$ cat config.mk
export PLATFORM = sky130hd
export DESIGN_NAME = sfrc_top
export DESIGN_NICKNAME = d
export VERILOG_FILES = /design/src/hw/sfrc_pkg.sv /design/src/hw/sfrc_cond_if.sv /design/src/hw/sfrc_round.sv /design/src/hw/sfrc_top.sv
export SDC_FILE = /design/constraint.sdc
export NUM_CORES = 1
export LEC_CHECK = 0
export BUFFER_PORTS_ARGS = -buffer_cell sky130_fd_sc_hd__buf_2
export CAP_MARGIN = 20
export CORE_MARGIN = 5
export CORE_UTILIZATION = 65
export CTS_BUF_LIST = sky130_fd_sc_hd__clkbuf_4
export DETAILED_ROUTE_END_ITERATION = 8
export HOLD_SLACK_MARGIN = 0.06
export MAX_ROUTING_LAYER = met4
export PLACE_DENSITY = 0.95
export SLEW_MARGIN = 20
export SYNTH_ARGS = -nofsm -noshare
export SYNTH_HDL_FRONTEND = slang
export SYNTH_HIERARCHICAL = 1
export SYNTH_SLANG_ARGS = --single-unit
$ cat constraint.sdc
create_clock -name pclk -period 6.7 [get_ports pclk]
set_clock_uncertainty 0.05 [all_clocks]
set_input_delay 0.335 -clock pclk [delete_from_list [all_inputs] [get_ports pclk]]
set_output_delay 0.335 -clock pclk [all_outputs]
set_load 0.005 [all_outputs]
$ cat src/hw/sfrc_pkg.sv
package sfrc_pkg;

	// Register byte offsets on the APB.
	localparam logic [7:0] SFRC_CSR_OFF = 8'h00;
	localparam logic [7:0] SFRC_IRQ_STATUS_OFF = 8'h04;
	localparam logic [7:0] SFRC_IRQ_MASK_OFF = 8'h08;
	localparam logic [7:0] SFRC_RES_OFF = 8'h0c;
	localparam logic [7:0] SFRC_UFCNT_OFF = 8'h10;

	// Fields of the control/status register.
	localparam int SFRC_RC_LSB = 0;
	localparam int SFRC_FTZ_BIT = 2;
	localparam int SFRC_UM_BIT = 3;
	localparam int SFRC_PE_BIT = 4;
	localparam int SFRC_UE_BIT = 5;
	localparam logic [31:0] SFRC_CSR_RESET = 32'h0000_0008;
	localparam logic [31:0] SFRC_CSR_WMASK = 32'h0000_003f;

	// Interrupt status bits.
	localparam int SFRC_IRQ_UFEXC = 0;
	localparam int SFRC_IRQ_FLUSH = 1;
	localparam int SFRC_IRQ_W = 2;

	// Operand format: single precision.
	localparam int SFRC_EXP_W = 8;
	localparam int SFRC_MAN_W = 23;
	localparam int SFRC_EXP_BIAS = 127;

	// Rounding modes as held in the control/status register.
	typedef enum logic [1:0] {
		SFRC_RN = 2'h0,
		SFRC_RD = 2'h1,
		SFRC_RU = 2'h2,
		SFRC_RZ = 2'h3
	} sfrc_rmode_t;

	// Opcode classes seen by this stage.
	typedef enum logic [1:0] {
		SFRC_OP_ARITH = 2'h0,
		SFRC_OP_PACKED_TRUNC = 2'h1,
		SFRC_OP_SCALAR_TRUNC = 2'h2,
		SFRC_OP_CONVERT = 2'h3
	} sfrc_op_t;

endpackage

$ cat src/hw/sfrc_cond_if.sv
`timescale 1ns/1ns
interface sfrc_cond_if;
	import sfrc_pkg::*;
	logic [1:0] rmode;
	logic ftz;
	logic um;
	logic sign;
	logic signed [11:0] exp;
	logic [26:0] man;
	logic [31:0] result;
	logic underflow;
	logic flushed;
	logic inexact;
	logic exc;
	modport ctl (output rmode, output ftz, output um, output sign, output exp, output man,
		input result, input underflow, input flushed, input inexact, input exc);
	modport dp (input rmode, input ftz, input um, input sign, input exp, input man,
		output result, output underflow, output flushed, output inexact, output exc);
endinterface

$ cat src/hw/sfrc_round.sv
`timescale 1ns/1ns
module sfrc_round
	import sfrc_pkg::*;
(
	// Control side.
	sfrc_cond_if.dp cond
);

	logic signed [11:0] shift;
	logic [26:0] sh;
	logic sticky;
	logic lsb;
	logic grd;
	logic rest;
	logic up;
	logic [24:0] rnd;
	logic [11:0] e;
	logic tiny;

	// Align a tiny value to the denormal scale, then round with guard and sticky.
	always_comb
	begin
		e = cond.exp;
		tiny = (cond.exp < 12'sd1);
		shift = tiny ? (12'sd1 - cond.exp) : 12'sd0;
		sh = cond.man;
		sticky = 1'b0;
		for (int i = 0; i < 27; i++)
			if (i < shift)
			begin
				sticky = sticky | sh[0];
				sh = {1'b0, sh[26:1]};
			end
		lsb = sh[3];
		grd = sh[2];
		rest = sh[1] | sh[0] | sticky;
		case (sfrc_rmode_t'(cond.rmode))
			SFRC_RN: up = grd & (rest | lsb);
			SFRC_RD: up = cond.sign & (grd | rest);
			SFRC_RU: up = ~cond.sign & (grd | rest);
			default: up = 1'b0;
		endcase
		rnd = {1'b0, sh[26:3]} + {24'h0, up};
		cond.inexact = grd | rest;
		// Underflow in flush mode is the exponent alone; otherwise tininess with loss.
		cond.underflow = cond.ftz ? tiny : (tiny & (grd | rest));
		cond.exc = cond.underflow & ~cond.um;
		cond.flushed = cond.ftz & tiny & cond.um;
		if (cond.flushed)
			cond.result = {cond.sign, 31'h0};
		else if (tiny)
			// A carry out of the denormal fraction lands in the exponent and gives the smallest normal.
			cond.result = {cond.sign, 7'h0, rnd[23], rnd[22:0]};
		else
			cond.result = {cond.sign, e[7:0] + {7'h0, rnd[24]}, rnd[22:0]};
	end

endmodule

$ cat src/hw/sfrc_top.sv
`timescale 1ns/1ns
// Behaviour
// - Truncating convert opcodes always round toward zero regardless of the programmed mode.
// - A flushed underflow with underflow masked sets both precision and underflow flags.
// - A flushed underflow with underflow masked returns zero instead of a denormal.
// - Without flush-to-zero a masked underflow returns the correctly denormalised result.
// - In flush-to-zero mode underflow is any result exponent in the denormal range.
// - An unmasked underflow raises an exception instead of flushing.
module sfrc_top
	import sfrc_pkg::*;
(
	// APB slave.
	input wire logic pclk,
	input wire logic presetn,
	input wire logic psel,
	input wire logic penable,
	input wire logic pwrite,
	input wire logic [7:0] paddr,
	input wire logic [31:0] pwdata,
	output logic [31:0] prdata,
	output logic pready,
	output logic pslverr,
	// Operation request from the datapath.
	input wire logic op_valid,
	input wire logic [1:0] op_kind,
	input wire logic op_sign,
	input wire logic signed [11:0] op_exp,
	input wire logic [26:0] op_man,
	// Conditioned result.
	output logic res_valid,
	output logic [31:0] res_data,
	output logic res_exc,
	// Interrupt.
	output logic irq
);

	sfrc_cond_if cond ();

	logic [31:0] csr_r, csr_nxt;
	logic [SFRC_IRQ_W-1:0] ists_r, ists_nxt;
	logic [SFRC_IRQ_W-1:0] imask_r, imask_nxt;
	logic [31:0] ufcnt_r, ufcnt_nxt;
	logic [31:0] res_r, res_nxt;
	logic rv_r, rv_nxt;
	logic rx_r, rx_nxt;
	logic [31:0] prdata_r, prdata_nxt;
	logic pready_r, pready_nxt;
	logic pslverr_r, pslverr_nxt;
	logic irq_r, irq_nxt;
	logic wr_acc;
	logic rd_acc;
	logic [SFRC_IRQ_W-1:0] ev;

	// True for a byte offset this block decodes.
	function automatic logic sfrc_mapped(input logic [7:0] a);
		return (a == SFRC_CSR_OFF) || (a == SFRC_IRQ_STATUS_OFF) || (a == SFRC_IRQ_MASK_OFF)
			|| (a == SFRC_RES_OFF) || (a == SFRC_UFCNT_OFF);
	endfunction

	// The access is decoded in its first cycle; pready is registered, so one wait state.
	assign wr_acc = psel & penable & pwrite & ~pready_r;
	assign rd_acc = psel & penable & ~pwrite & ~pready_r;

	// Rounding mode selection and operand hand-off to the conditioning datapath.
	always_comb
	begin
		if ((op_kind == SFRC_OP_PACKED_TRUNC) || (op_kind == SFRC_OP_SCALAR_TRUNC))
			cond.rmode = SFRC_RZ;
		else
			cond.rmode = csr_r[SFRC_RC_LSB +: 2];
		cond.ftz = csr_r[SFRC_FTZ_BIT];
		cond.um = csr_r[SFRC_UM_BIT];
		cond.sign = op_sign;
		cond.exp = op_exp;
		cond.man = op_man;
	end

	sfrc_round u_round (
		.cond(cond)
	);

	// Events that feed the sticky interrupt status.
	always_comb
	begin
		ev = '0;
		ev[SFRC_IRQ_UFEXC] = op_valid & cond.exc;
		ev[SFRC_IRQ_FLUSH] = op_valid & cond.flushed;
	end

	// Register file, flags, result capture and bus answer.
	always_comb
	begin
		csr_nxt = csr_r;
		ists_nxt = ists_r;
		imask_nxt = imask_r;
		ufcnt_nxt = ufcnt_r;
		res_nxt = res_r;
		rv_nxt = op_valid & ~cond.exc;
		rx_nxt = op_valid & cond.exc;
		prdata_nxt = 32'h0;
		pready_nxt = psel & penable & ~pready_r;
		pslverr_nxt = 1'b0;
		if (wr_acc)
		begin
			pslverr_nxt = ~sfrc_mapped(paddr);
			case (paddr)
				SFRC_CSR_OFF: csr_nxt = pwdata & SFRC_CSR_WMASK;
				SFRC_IRQ_STATUS_OFF: ists_nxt = ists_r & ~pwdata[SFRC_IRQ_W-1:0];
				SFRC_IRQ_MASK_OFF: imask_nxt = pwdata[SFRC_IRQ_W-1:0];
				SFRC_UFCNT_OFF: ufcnt_nxt = 32'h0;
				default: ;
			endcase
		end
		if (rd_acc)
		begin
			pslverr_nxt = ~sfrc_mapped(paddr);
			case (paddr)
				SFRC_CSR_OFF: prdata_nxt = csr_r;
				SFRC_IRQ_STATUS_OFF: prdata_nxt = {30'h0, ists_r};
				SFRC_IRQ_MASK_OFF: prdata_nxt = {30'h0, imask_r};
				SFRC_RES_OFF: prdata_nxt = res_r;
				SFRC_UFCNT_OFF: prdata_nxt = ufcnt_r;
				default: prdata_nxt = 32'h0;
			endcase
		end
		// Hardware flag setting is applied last so that it beats a same-cycle software clear.
		if (op_valid)
		begin
			if (cond.flushed)
			begin
				csr_nxt[SFRC_PE_BIT] = 1'b1;
				csr_nxt[SFRC_UE_BIT] = 1'b1;
			end
			else if (cond.underflow & cond.um)
			begin
				csr_nxt[SFRC_UE_BIT] = 1'b1;
				csr_nxt[SFRC_PE_BIT] = csr_nxt[SFRC_PE_BIT] | cond.inexact;
			end
			else if (cond.inexact & ~cond.exc)
				csr_nxt[SFRC_PE_BIT] = 1'b1;
			if (cond.underflow)
				ufcnt_nxt = ufcnt_r + 32'h1;
			if (~cond.exc)
				res_nxt = cond.result;
		end
		ists_nxt = ists_nxt | ev;
		irq_nxt = |(ists_nxt & imask_nxt);
	end

	// State registers.
	always_ff @(posedge pclk or negedge presetn)
	begin
		if (!presetn)
		begin
			csr_r <= SFRC_CSR_RESET;
			ists_r <= '0;
			imask_r <= '0;
			ufcnt_r <= 32'h0;
			res_r <= 32'h0;
			rv_r <= 1'b0;
			rx_r <= 1'b0;
			prdata_r <= 32'h0;
			pready_r <= 1'b0;
			pslverr_r <= 1'b0;
			irq_r <= 1'b0;
		end
		else
		begin
			csr_r <= csr_nxt;
			ists_r <= ists_nxt;
			imask_r <= imask_nxt;
			ufcnt_r <= ufcnt_nxt;
			res_r <= res_nxt;
			rv_r <= rv_nxt;
			rx_r <= rx_nxt;
			prdata_r <= prdata_nxt;
			pready_r <= pready_nxt;
			pslverr_r <= pslverr_nxt;
			irq_r <= irq_nxt;
		end
	end

	assign prdata = prdata_r;
	assign pready = pready_r;
	assign pslverr = pslverr_r;
	assign res_valid = rv_r;
	assign res_data = res_r;
	assign res_exc = rx_r;
	assign irq = irq_r;

endmodule

==> results of run 1 <==
-- through the flow --
step | area, um^2 | TNS, ns
CTS | 15300 | -0.136
detailed placement | 14500 | -32.93
global placement | 14500 | -5.89
floorplan | 11300 | -0.427
-- layer usage --
layer | overflow | global-route usage
met1 | 59 | 0.858
met2 | 477 | 1.06
met3 | 70 | 0.790
met4 | 230 | 0.949
met5 | - | -
-- cell families after synthesis --
family	count (synthesis)	share of synthesized area
AOI/OAI and AO/OA	491	0.307
xor gates and xnor gates	32	0.0252
adders and majority gates	10	0.0113
buffers and inverters	117	0.0499
DFF	111	0.250
muxes	75	0.0734
and+or+nand+nor	603	0.282
-- Yosys cell counts (22+ instances only) --
cell type / n / area, um^2
a211oi_1: 22 / 165
a21oi_1: 86 / 430
a22oi_1: 39 / 293
buf_2: 23 / 115
clkbuf_1: 54 / 203
dfrtp_1: 110 / 2750
inv_1: 23 / 86.3
mux2_2: 47 / 529
mux2i_1: 27 / 270
nand2_1: 119 / 447
nand3_1: 73 / 365
nand4_1: 36 / 225
nor2_1: 176 / 661
nor3_1: 43 / 215
nor4_1: 24 / 150
o211ai_1: 25 / 188
o21ai_0: 102 / 510
o31ai_1: 22 / 165
xnor2_1: 22 / 193
-- repair_timing --
action,in CTS
buffers inserted,22
hold buffers,4
endpoints found under the hold margin,30
endpoints found under the setup margin,43
resized for setup,95
cloned,1
pin swaps,44
==> impl_metrics.tcl, run 1 <==
set metrics [dict create \
    gp_congestion 1.34 \
    grtUsageTotal 0.917 \
    failed_stage "global routing" \
    syn_avg_cell_area_um2 7.71 \
    syn-instance-count 1439 \
    pre_cts_ws_ns -1.07 \
    status "stopped before the end" \
    syn_area_um2 11100 \
    ys_seq_elements 111 \
    cts-buffers-inserted 9 \
    yosysWarnings 6 \
    fp-row-count 47 \
    synth-edff-count 0 \
    ys_seq_area_frac 0.250 \
    die_w_um 141 \
    place_inst 2058 \
    async_reset_ff_frac 1.00 \
    cts-root-buf "clkbuf_4" \
    error_line "[ERROR GRT-0116] Global routing finished with congestion. Check the congestion regions in the DRC Viewer." \
    ys_types 105 \
    htreeDepth 3 \
    cts_buffer_depth 2 \
    dieHeight_um 141 \
    dp_hpwl_mm 43.8 \
    grt_max_degree 85 \
    gr-total-overflow 836 \
    grt_first_pass_wirelength_mm 138 \
    cts_sinks 111 \
    grt_pass1_vias 21400 \
    io_pins 157 \
    syn_nets 1537 \
    portBuffers 130 \
    synth_ff_type "dfrtp_1" \
    start_util 0.667 \
]
==> run 2, diff against run 1 <==
--- a/config.mk
+++ b/config.mk
@@ -8,12 +8,9 @@
 export BUFFER_PORTS_ARGS = -buffer_cell sky130_fd_sc_hd__buf_2
 export CAP_MARGIN = 20
 export CORE_MARGIN = 5
-export CORE_UTILIZATION = 65
-export CTS_BUF_LIST = sky130_fd_sc_hd__clkbuf_4
+export CORE_UTILIZATION = 40
 export DETAILED_ROUTE_END_ITERATION = 8
-export HOLD_SLACK_MARGIN = 0.06
-export MAX_ROUTING_LAYER = met4
-export PLACE_DENSITY = 0.95
+export PLACE_DENSITY_LB_ADDON = 0.15
 export SLEW_MARGIN = 20
 export SYNTH_ARGS = -nofsm -noshare
 export SYNTH_HDL_FRONTEND = slang
==> run 2 against run 1 <==
The flow now finishes, with violations (negative setup slack); synthesized cell count stayed put; area after synthesis stayed put.
==> impl_metrics.tcl, run 2 <==
set metrics [dict create \
    maxSlewHeadroom 0.474 \
    wl_per_cell_um 22.4 \
    total_leakage_power_nw 7.29 \
    place_inst 2284 \
    coreArea_um2 27600 \
    dieArea_um2 31200 \
    wl_met2_mm 23.8 \
    gr-total-overflow 0 \
    synth_top_area_share 0.248 \
    cpPeakStageDelay_ns 0.58 \
    final_cell_mix "buf_4, nor2_1, buf_2" \
    synthTopCellsByArea "dfrtp_1, nor2_1, mux2_2" \
    syn-instance-count 1439 \
    synth_largest_area_cell "dfrtp_1" \
    clkTransAtPathRegs_ns 0.08 \
    slew_viol_final 0 \
    path_max_fanout 6 \
    drive_gt1_frac 0.446 \
    path_class "input pin to flop" \
    met3WireLength_mm 3.61 \
    max_freq_mhz 145 \
    period_share 1.03 \
    layout_commonest_cell "buf_4" \
    htreeDepth 3 \
    max-vdd-ir-drop_uv 128 \
    die_w_um 177 \
    synth-edff-count 0 \
    p_per_area_nw_per_um2 133 \
    cp.required_ns 6.89 \
    final_cells 2341 \
    gp_congestion 1.02 \
    cts_tree "built" \
    dieHeight_um 177 \
    setup_ws_ns -0.195 \
    hold_path_class "input pin to flop" \
    fp-row-count 61 \
    grt_max_degree 65 \
    cts_sinks 111 \
    diodes 0 \
    grtUsageTotal 0.322 \
    grt_first_pass_wirelength_mm 79.7 \
    worstHoldStart "pwdata[3]" \
    synth_ff_type "dfrtp_1" \
    n_fill_cell 2552 \
    crit_path_start "op_exp[1]" \
    cts-root-buf "clkbuf_16" \
    drc 0 \
    violations "negative setup slack" \
    start_kind "input pin" \
    drt_wl_total_mm 52.3 \
    hold_viol_final 0 \
    cp-end-kind "flop" \
    syn_area_um2 11100 \
    top_layer_used "met4" \
    ys_types 105 \
    rsz0062_at_grt "true" \
    ys_seq_elements 111 \
    status "finished, violations left" \
    ys_seq_area_frac 0.250 \
    period_needed_ns 6.90 \
    async_reset_ff_frac 1.00 \
    arrival_ns 7.08 \
    dr.first_iter.drc_count 1285 \
    setup_viol 9 \
    max-cap-violations 0 \
    portBuffers 130 \
    r2r_start "csr_r[0]$_DFFE_PN0P_" \
    cts-buffers-inserted 9 \
    clock_latency_ns 0.35 \
    area_growth_pct 51.5 \
    dr.pass1.iters 6 \
    yosysWarnings 6 \
    syn_nets 1537 \
    routed-via-count 14300 \
    grt_pass1_vias 13600 \
    grt_antenna_before_repair 0 \
    yosysMostFrequentCell "nor2_1" \
    via_per_inst 6.11 \
    crit_slowest_cell "or4_4" \
    dp_hpwl_mm 42.4 \
    nets 2056 \
    syn_avg_cell_area_um2 7.71 \
    m1WireLength_mm 22.7 \
    start_util 0.402 \
    synthTopCellsByCount "nor2_1, nand2_1, dfrtp_1" \
    timing.hold.ws_ns 0.167 \
    cts_buffer_depth 2 \
    worst_slew_pin_slew_ns 0.789 \
    ant_nets 0 \
    io_pins 157 \
]
## run 2: cell counts after synthesis
No cell type changed its count.
## run 2: repair_timing
action | 4_1_cts | 5_1_grt
resized for setup | 78 | 126
endpoints found under the hold margin | 46 | 0
pin swaps | 48 | 45
gates cloned | 1 | 1
hold buffers | 1 | 0
setup buffers | 23 | 16
endpoints found under the setup margin | 24 | 30
## run 2: path summary, 6_finish.rpt
kind / cells after the start / slack [ns] / end
max in group asynchronous: 3 / 4.88 / res_data[18]$_DFFE_PN0P_
hold / removal: 2 / 0.17 / csr_r[3]$_DFFE_PN1P_
setup / recovery: 31 / -0.20 / res_data[27]$_DFFE_PN0P_
setup reg to reg: 18 / 2.75 / res_data[27]$_DFFE_PN0P_
min in group asynchronous: 2 / 0.48 / pslverr$_DFF_PN0_
hold reg to reg: 1 / 0.46 / ufcnt_r[30]$_DFF_PN0_
## run 2: power by group
group | leakage (nW) | internal, mW | switching (mW) | total [mW]
registers | 1.48 | 0.720 | 0.0619 | 0.782
clock network | 0.145 | 0.273 | 0.262 | 0.535
logic | 5.66 | 0.424 | 0.503 | 0.927
## run 2: metal layers
metal / global-route usage / up-vias
met3: 0.0501 / 146
met4: 0.0974 / 0
met5: 0 / -
li1: - / 6588
met1: 0.444 / 6901
met2: 0.522 / 674
## run 2: area by class of cell
class                      count  area, um^2  share of cell area
clock inverter                 6        58.8             0.00350
clock buffer                  10         239              0.0142
tap                          378         473              0.0281
sequential                   111        2780               0.165
inverter                      23        95.1             0.00565
timing repair buffer         602        4410               0.262
multi-input combinational   1211        8770               0.521
## run 2: worst max-delay path, delay by kind of cell
kind | cells | cell delay, ns
adder cells (fa/ha/maj) | 3 | 0.61
multiplexers | 1 | 0.25
AND/OR/NAND/NOR | 13 | 3.43
buffers and inverters | 5 | 0.75
AO/OA/AOI/OAI | 8 | 1.57
XOR/XNOR | 1 | 0.14
## run 2: kinds of logic after synthesis
family,share of synthesized area
AND/OR/NAND/NOR,0.282
AO/OA/AOI/OAI,0.307
buffers and inverters,0.0499
flip-flops,0.250
multiplexers,0.0734
XOR/XNOR,0.0252
adder cells (fa/ha/maj),0.0113
## run 2: stage by stage
stage | utilization | setup WS (ns) | setup TNS, ns | power (mW) | instance area, um^2
2_1_floorplan | - | -0.181 | -0.427 | 1.18 | 11300
3_3_place_gp | 0.552 | -0.787 | -12.15 | 1.62 | 15300
3_5_place_dp | 0.552 | -0.873 | -18.30 | 1.62 | 15300
4_1_cts | 0.583 | -0.0183 | -0.0279 | 2.19 | 16100
5_1_grt | 0.609 | -0.535 | -3.87 | 2.35 | 16800
6_report | 0.609 | -0.195 | -1.20 | 2.24 | 16800
No activity file was read; power rests on OpenSTA's default activity.
